`src/shared/mcuit_consts.svh`:
```
/*
  timing and port constants for the instruction timing and port access block.
  assumes inclusion by the design module only; the package does not include it.
*/
`ifndef MCUIT_CONSTS_SVH
`define MCUIT_CONSTS_SVH
// ----------------------------------------
// instruction lengths in bytes
// ----------------------------------------
`define MCUIT_LEN_ONE 2'h1
`define MCUIT_LEN_TWO 2'h2
`define MCUIT_LEN_THREE 2'h3
// ----------------------------------------
// execution times in core clock cycles
// ----------------------------------------
`define MCUIT_CYC_ONE 3'h1
`define MCUIT_CYC_TWO 3'h2
`define MCUIT_CYC_THREE 3'h3
`define MCUIT_CYC_FOUR 3'h4
// ----------------------------------------
// port latch reset value
// ----------------------------------------
`define MCUIT_LATCH_RESET 8'hff
`endif

```
`src/shared/mcuit_pkg.sv`:
```
/*
  types of the instruction timing and port access block.
  assumes mcuit_consts.svh is on the include path.
*/
package mcuit_pkg;
  // ----------------------------------------
  // instruction timing classes
  // ----------------------------------------
  typedef enum logic [4:0] {
    CLS_NOP = 5'h00,
    CLS_ACC_REG_MOVE = 5'h01,
    CLS_ACC_IND_MOVE = 5'h02,
    CLS_DIRECT_MOVE = 5'h03,
    CLS_DIR_DIR_MOVE = 5'h04,
    CLS_DATA_POINTER_LOAD = 5'h05,
    CLS_CODE_LOAD = 5'h06,
    CLS_EXT_MOVE = 5'h07,
    CLS_STACK = 5'h08,
    CLS_XCH_REG = 5'h09,
    CLS_XCH_IND = 5'h0a,
    CLS_XCH_DIR = 5'h0b,
    CLS_CARRY_BOOL = 5'h0c,
    CLS_BIT_BOOL = 5'h0d,
    CLS_SHORT_JUMP = 5'h0e,
    CLS_DECREMENT_BRANCH_NONZERO_REG = 5'h0f,
    CLS_LONG_JUMP = 5'h10,
    CLS_BIT_JUMP = 5'h11,
    CLS_COMPARE_JUMP_NOT_EQUAL = 5'h12,
    CLS_DECREMENT_BRANCH_NONZERO_DIR = 5'h13,
    CLS_JMP_IND = 5'h14,
    CLS_RETURN = 5'h15,
    CLS_ABS_JUMP = 5'h16
  } mcuit_class_t;
  // ----------------------------------------
  // port operations applied at retirement
  // ----------------------------------------
  typedef enum logic [3:0] {
    POP_NONE = 4'h0,
    POP_READ_BYTE = 4'h1,
    POP_READ_BIT = 4'h2,
    POP_WRITE = 4'h3,
    POP_AND = 4'h4,
    POP_OR = 4'h5,
    POP_XOR = 4'h6,
    POP_INC = 4'h7,
    POP_DEC = 4'h8,
    POP_DECREMENT_BRANCH_NONZERO = 4'h9,
    POP_JBC = 4'ha,
    POP_CPL_BIT = 4'hb,
    POP_MOV_C_BIT = 4'hc,
    POP_CLR_BIT = 4'hd,
    POP_SET_BIT = 4'he
  } mcuit_port_op_t;
  typedef enum logic [0:0] {
    ST_IDLE = 1'h0,
    ST_EXEC = 1'h1
  } mcuit_state_t;
endpackage

```
`src/design/mcuit_core_timing.sv`:
```
/*
  instruction sequencer timing and port latch access of the 8-bit core.
  assumes the decoder in front hands over a timing class and a port operation
  per instruction on the core clock; port pins arrive asynchronously.
*/
// Function
// - code memory loads: one byte, four cycles
// - extended data moves: one byte, four cycles
// - data pointer immediate load: three bytes, three cycles
// - accumulator register/indirect moves: one byte, 1/2 cycles
// - direct byte moves: two bytes, two cycles
// - direct-to-direct or immediate-to-direct: three bytes, three
// - push and pop: two bytes, two cycles
// - exchanges take one or two cycles
// - carry ops one cycle, bit ops two
// - short and conditional jumps: two bytes, three cycles
// - register decrement branch: two bytes, three cycles
// - long jump and call: three bytes, four
// - bit jumps three bytes four; set-and-clear clears bit
// - compare jump not equal: three bytes, four cycles
// - direct decrement branch: three bytes, four cycles
// - indirect jump 2, returns 4, absolute 3
// - plain port input reads the pin
// - port read-modify-write reads latch, writes latch
// - latch-reading class of operations
// - bit writes alter only addressed latch bit
`timescale 1ns/1ps
`include "mcuit_consts.svh"
module mcuit_core_timing #(
  parameter int PORT_W = 8
) (
  input wire logic clock_i,
  input wire logic sys_rst_i,
  input wire logic instr_valid_i,
  input wire mcuit_pkg::mcuit_class_t instr_class_i,
  input wire mcuit_pkg::mcuit_port_op_t port_op_i,
  input wire logic [PORT_W-1:0] operand_i,
  input wire logic [$clog2(PORT_W)-1:0] bit_sel_i,
  input wire logic carry_i,
  input wire logic [PORT_W-1:0] port_pins_i,
  output logic instr_ready_o,
  output logic busy_o,
  output logic done_o,
  output logic [1:0] bytes_o,
  output logic [2:0] cycles_o,
  output logic [PORT_W-1:0] port_latch_o,
  output logic [PORT_W-1:0] read_data_o,
  output logic branch_o
);
  import mcuit_pkg::*;

  localparam int SEL_W = $clog2(PORT_W);

  if (PORT_W < 2 || PORT_W > 16) begin
    $error("PORT_W must lie between 2 and 16");
  end

  // ----------------------------------------
  // timing lookup
  // ----------------------------------------
  function automatic logic [4:0] timing_of(input mcuit_class_t cls);
    logic [1:0] len;
    logic [2:0] cyc;
    len = `MCUIT_LEN_ONE;
    cyc = `MCUIT_CYC_ONE;
    case (cls)
      CLS_NOP, CLS_ACC_REG_MOVE, CLS_XCH_REG, CLS_CARRY_BOOL: begin
        len = `MCUIT_LEN_ONE;
        cyc = `MCUIT_CYC_ONE;
      end
      CLS_ACC_IND_MOVE, CLS_XCH_IND, CLS_JMP_IND: begin
        len = `MCUIT_LEN_ONE;
        cyc = `MCUIT_CYC_TWO;
      end
      CLS_DIRECT_MOVE, CLS_STACK, CLS_XCH_DIR, CLS_BIT_BOOL: begin
        len = `MCUIT_LEN_TWO;
        cyc = `MCUIT_CYC_TWO;
      end
      CLS_DIR_DIR_MOVE, CLS_DATA_POINTER_LOAD: begin
        len = `MCUIT_LEN_THREE;
        cyc = `MCUIT_CYC_THREE;
      end
      CLS_CODE_LOAD, CLS_EXT_MOVE, CLS_RETURN: begin
        len = `MCUIT_LEN_ONE;
        cyc = `MCUIT_CYC_FOUR;
      end
      CLS_SHORT_JUMP, CLS_DECREMENT_BRANCH_NONZERO_REG, CLS_ABS_JUMP: begin
        len = `MCUIT_LEN_TWO;
        cyc = `MCUIT_CYC_THREE;
      end
      CLS_LONG_JUMP, CLS_BIT_JUMP, CLS_COMPARE_JUMP_NOT_EQUAL, CLS_DECREMENT_BRANCH_NONZERO_DIR: begin
        len = `MCUIT_LEN_THREE;
        cyc = `MCUIT_CYC_FOUR;
      end
      default: begin
        len = `MCUIT_LEN_ONE;
        cyc = `MCUIT_CYC_ONE;
      end
    endcase
    return {len, cyc};
  endfunction

  // ----------------------------------------
  // pin synchroniser
  // ----------------------------------------
  logic [PORT_W-1:0] pin_meta;
  logic [PORT_W-1:0] pin_sync;

  always_ff @(posedge clock_i) begin
    if (sys_rst_i) begin
      pin_meta <= '0;
      pin_sync <= '0;
    end else begin
      pin_meta <= port_pins_i;
      pin_sync <= pin_meta;
    end
  end

  // ----------------------------------------
  // sequencer
  // ----------------------------------------
  mcuit_state_t state, next_state;
  logic [2:0] count, next_count;
  logic next_ready, next_done;
  logic [1:0] next_bytes;
  logic [2:0] next_cycles;
  mcuit_port_op_t op, next_op;
  logic [PORT_W-1:0] opnd, next_opnd;
  logic [SEL_W-1:0] sel, next_sel;
  logic cin, next_cin;
  logic accept, retire;

  assign accept = instr_valid_i && instr_ready_o;
  assign retire = (state == ST_EXEC) && (count == 3'h0);

  always_comb begin
    logic [4:0] t;
    t = timing_of(instr_class_i);
    next_state = state;
    next_count = count;
    next_bytes = bytes_o;
    next_cycles = cycles_o;
    next_op = op;
    next_opnd = opnd;
    next_sel = sel;
    next_cin = cin;
    next_done = retire;
    if (accept) begin
      next_state = ST_EXEC;
      next_count = t[2:0] - 3'h1;
      next_bytes = t[4:3];
      next_cycles = t[2:0];
      // a no-operation never carries a port effect
      next_op = (instr_class_i == CLS_NOP) ? POP_NONE : port_op_i;
      next_opnd = operand_i;
      next_sel = bit_sel_i;
      next_cin = carry_i;
    end else if (retire) begin
      next_state = ST_IDLE;
    end else if (state == ST_EXEC) begin
      next_count = count - 3'h1;
    end
    // fetch reopens only in the last cycle of the running instruction
    next_ready = (next_state == ST_IDLE) || (next_count == 3'h0);
  end

  always_ff @(posedge clock_i) begin
    if (sys_rst_i) begin
      state <= ST_IDLE;
      count <= 3'h0;
      instr_ready_o <= 1'b0;
      busy_o <= 1'b0;
      done_o <= 1'b0;
      bytes_o <= 2'h0;
      cycles_o <= 3'h0;
      op <= POP_NONE;
      opnd <= '0;
      sel <= '0;
      cin <= 1'b0;
    end else begin
      state <= next_state;
      count <= next_count;
      instr_ready_o <= next_ready;
      busy_o <= (next_state == ST_EXEC);
      done_o <= next_done;
      bytes_o <= next_bytes;
      cycles_o <= next_cycles;
      op <= next_op;
      opnd <= next_opnd;
      sel <= next_sel;
      cin <= next_cin;
    end
  end

  // ----------------------------------------
  // port access at retirement
  // ----------------------------------------
  logic [PORT_W-1:0] latch_next, rdata_next;
  logic branch_next;

  always_comb begin
    logic [PORT_W-1:0] mask;
    logic [PORT_W-1:0] dec;
    mask = '0;
    mask[sel] = 1'b1;
    dec = port_latch_o - 1'b1;
    latch_next = port_latch_o;
    rdata_next = read_data_o;
    branch_next = branch_o;
    if (retire) begin
      branch_next = 1'b0;
      case (op)
        POP_READ_BYTE: rdata_next = pin_sync;
        POP_READ_BIT: rdata_next = {{(PORT_W-1){1'b0}}, |(pin_sync & mask)};
        POP_WRITE: latch_next = opnd;
        // the operand below is always the latch, so a loaded pin cannot corrupt it
        POP_AND: latch_next = port_latch_o & opnd;
        POP_OR: latch_next = port_latch_o | opnd;
        POP_XOR: latch_next = port_latch_o ^ opnd;
        POP_INC: latch_next = port_latch_o + 1'b1;
        POP_DEC: latch_next = dec;
        POP_DECREMENT_BRANCH_NONZERO: begin
          latch_next = dec;
          branch_next = |dec;
        end
        POP_JBC: begin
          branch_next = |(port_latch_o & mask);
          latch_next = port_latch_o & ~mask;
        end
        POP_CPL_BIT: latch_next = port_latch_o ^ mask;
        POP_MOV_C_BIT: begin
          latch_next = cin ? (port_latch_o | mask) : (port_latch_o & ~mask);
        end
        POP_CLR_BIT: latch_next = port_latch_o & ~mask;
        POP_SET_BIT: latch_next = port_latch_o | mask;
        default: latch_next = port_latch_o;
      endcase
    end
  end

  always_ff @(posedge clock_i) begin
    if (sys_rst_i) begin
      port_latch_o <= PORT_W'(`MCUIT_LATCH_RESET);
      read_data_o <= '0;
      branch_o <= 1'b0;
    end else begin
      port_latch_o <= latch_next;
      read_data_o <= rdata_next;
      branch_o <= branch_next;
    end
  end
endmodule

```
`config.mk`:
```
export PLATFORM = sky130hd
export DESIGN_NAME = mcuit_core_timing
export DESIGN_NICKNAME = d
export VERILOG_FILES = /design/src/shared/mcuit_pkg.sv /design/src/design/mcuit_core_timing.sv
export VERILOG_INCLUDE_DIRS = /design/src /design/src/shared
export SDC_FILE = /design/constraint.sdc
export NUM_CORES = 1
export LEC_CHECK = 0
export BUFFER_PORTS_ARGS = -buffer_cell sky130_fd_sc_hd__buf_2
export CAP_MARGIN = 10
export CORE_UTILIZATION = 45
export DETAILED_ROUTE_END_ITERATION = 7
export PLACE_DENSITY = 0.65
export SLEW_MARGIN = 20
export SYNTH_ARGS = -nofsm -noshare
export SYNTH_HDL_FRONTEND = slang
export SYNTH_SLANG_ARGS = --single-unit
```
`constraint.sdc`:
```
create_clock -name clock_i -period 2.9 [get_ports clock_i]
set_input_delay 0.145 -clock clock_i [delete_from_list [all_inputs] [get_ports clock_i]]
set_output_delay 0.145 -clock clock_i [all_outputs]
set_load 0.02 [all_outputs]
```
==> results.toml <==
[synthesis]
netlist_area_um2 = 3870
syn_avg_cell_area_um2 = 7.755
async_flop_share_pct = 0
synth_edf_count = 0
yosys-top-cells-area = "dfxtp_1 (31%), a21oi_1 (6.6%), nand2_1 (6.3%)"
syn_inst = 499
yosys_warnings = 0
synth_top_area_share_pct = 31.04
seq_area_frac_synth_pct = 31.04
syn_nets = 547
synth_seq_cells = 60
synth_cell_type_count = 63
yosysTopAreaCell = "dfxtp_1"
synth_ff_type = "dfxtp_1"

[floorplanning]
ios = 57
die_x_um = 94.74
fp.dieH_um = 94.74
num_rows = 33
initial_core_util_pct = 46.86
die_area_um2 = 8975
core_area_um2 = 8258

[sta]
max_slew.worst_pin.slew_ps = 888.5
tns_ps = 0
worst_slack_ps = 539.0
timing.final.crit_period_ps = 2361
hold_slack_ps = 11.80
drv_slew = 0
setup_violations = 0
max_freq_ghz = 0.4236
rsz0062_at_grt = "no"
period_share_pct = 81.41
finClkSkew_ps = 13.03
hold_viol = 0
slew_headroom_pct = 40.62

[power_and_ir_drop]
p_sw_mw = 0.5952
internal_power_mw = 1.489
comb_power_share_pct = 16.1
share_seq_of_total_power_pct = 43.5
p_total_mw = 2.084
power_frac_clock_pct = 40.3
swShare_pct = 28.56
peakVddDrop_v = 0.0002667
power.density_nw_per_um2 = 470.9
cellLeakagePower_nw = 1.761

[clock_tree]
clk_pin_slew_worst_paths_ps = 70
cts_made_buffers = 9
cts_root_buffer = "clkbuf_8"
clockBufferDepth = 2
cts_sinks = 60
cts_tree = "yes"
cts-htree-levels = 3
clock_latency_ps = 340

[worst_setup_path]
worstSetupEndpointType = "flip-flop"
required_ps = 3140
crit_slowest_cell = "nand4b_1"
cp-start-kind = "flip-flop"
critPathMaxStageDelay_ps = 630
timing.critical_path.buf_inv = 0
path_cells = "nand4b_1 -> mux2_2 -> nand3b_1 -> nand4_1 -> a221o_1"
r2r_slack_ps = 540
crit_arrival_ps = 2600
worst-path-max-fanout = 13
cpLargestDelayFamily = "simple AND/OR/NAND/NOR gates"
critical_path_class = "reg2reg"

[drt]
wire_per_inst_um = 15.89
drt_wl_total_mm = 10.30
dr.pass1.iters = 8
ant_nets = 0
first_iter_violations = 390
avgViaCountPerCell = 5.843
num_vias = 3786
drc = 0

[cells_and_area]
final_cell_mix = "nand2_1 (65), dfxtp_1 (60), buf_2 (56)"
drive_gt1_share_pct = 18.05
finalNonFillerCells = 648
post-route-util_pct = 53.59
postLayoutCellArea_um2 = 4425
fin_nets = 586
n_antenna_cell = 0
nFillCells = 796
final_common_cell = "nand2_1"
area_growth_pct = 14.35

[place]
dp_cells = 629
globalplace.congestion = 0.9617
port_buffers = 56
dpl_cell_area_um2 = 4173
dpl.hpwl_mm = 7.203
dp_slack_ps = 589.1

[grt]
antenna_found_initial = 0
use_met1_pct = 31.73
met3_usage_pct = 5.636
grt_overflow_total = 0
grtUsageTotal_pct = 24.01
grt_pass1_vias = 3528
gr-max-usage-layer = "met2"
grt_max_degree = 38
grtUsageMet2_pct = 37.65
grt_pass1_wl_mm = 16.99

[run]
maxCapViolations = 0

[status]
outcome = "completed"

[hold_path]
hp-class = "in2reg"
[repair_timing]
action,in CTS,in global routing
setup buffers,0,0
gates resized for setup,0,0
hold buffers,3,0
endpoints found under the hold margin,3,0
[Yosys cell counts (3+ instances only)]
cell	n
nand2_1	65
dfxtp_1	60
a21oi_1	51
nor2_1	40
o21ai_0	30
clkbuf_1	24
nor2b_1	17
ha_1	16
inv_1	16
nand3_1	13
xnor2_1	13
buf_2	12
mux2i_1	11
nor3_1	10
o22ai_1	10
a22oi_1	7
nand3b_1	6
and3b_1	5
nor3b_1	5
o211ai_1	5
and2_1	4
mux2_2	4
nand2b_1	4
nand4_1	4
o31ai_1	4
a211oi_1	3
a221o_1	3
a222oi_1	3
a22o_1	3
a32oi_1	3
buf_1	3
nand4b_1	3
o221ai_1	3
xor2_1	3
[area by class of cell]
cell class	count	area (um2)	share of cell area, %
multi-input combinational	382	2425	54.79
sequential	60	1201	27.14
timing repair buffer	69	385.4	8.708
tap	105	131.4	2.969
clock buffer	9	123.9	2.799
clock inverter	7	98.84	2.234
inverter	16	60.06	1.357
[routing by layer]
metal	vias to the layer above	wire length, um
met5	-	0
met4	0	230
met3	31	728
met2	176	4617
met1	1717	4720
li1	1862	-
[power by group through the flow]
| stage | clock, mW | sequential (mW) | combinational [mW] |
|---|---|---|---|
| floorplan | 0 | 0.916 | 0.242 |
| global placement | 0 | 0.924 | 0.327 |
| detailed placement | 0 | 0.924 | 0.330 |
| CTS | 0.861 | 0.905 | 0.335 |
| global route | 0.904 | 0.912 | 0.374 |
| finish | 0.840 | 0.907 | 0.336 |
[worst paths after layout]
kind                        from               to  depth (start not counted)
setup reg to reg           op[0]  port_latch_o[2]                          5
hold / removal    port_pins_i[4]      pin_meta[4]                          2
hold reg to reg      pin_meta[4]      pin_sync[4]                          1
setup / recovery           op[0]  port_latch_o[2]                          5
[sequential cells by signal, indices dropped and copies added, names as in the netlist]
name and cells:
opnd 8, pin_meta 8, pin_sync 8, port_latch_o 8
read_data_o 8, op 4, count 3, cycles_o 3
sel 3, bytes_o 2, branch_o 1, cin 1
done_o 1, instr_ready_o 1, state 1
[logic make-up after synthesis]
logic type,after synthesis,synth area share (%)
AO/OA/AOI/OAI,142,23.44
flip-flops,60,31.04
buffers and inverters,57,6.305
multiplexers,17,5.173
AND/OR/NAND/NOR,190,24.99
adder cells (fa/ha/maj),17,5.432
XOR/XNOR,16,3.621
No activity file was read; power rests on OpenSTA's default activity.
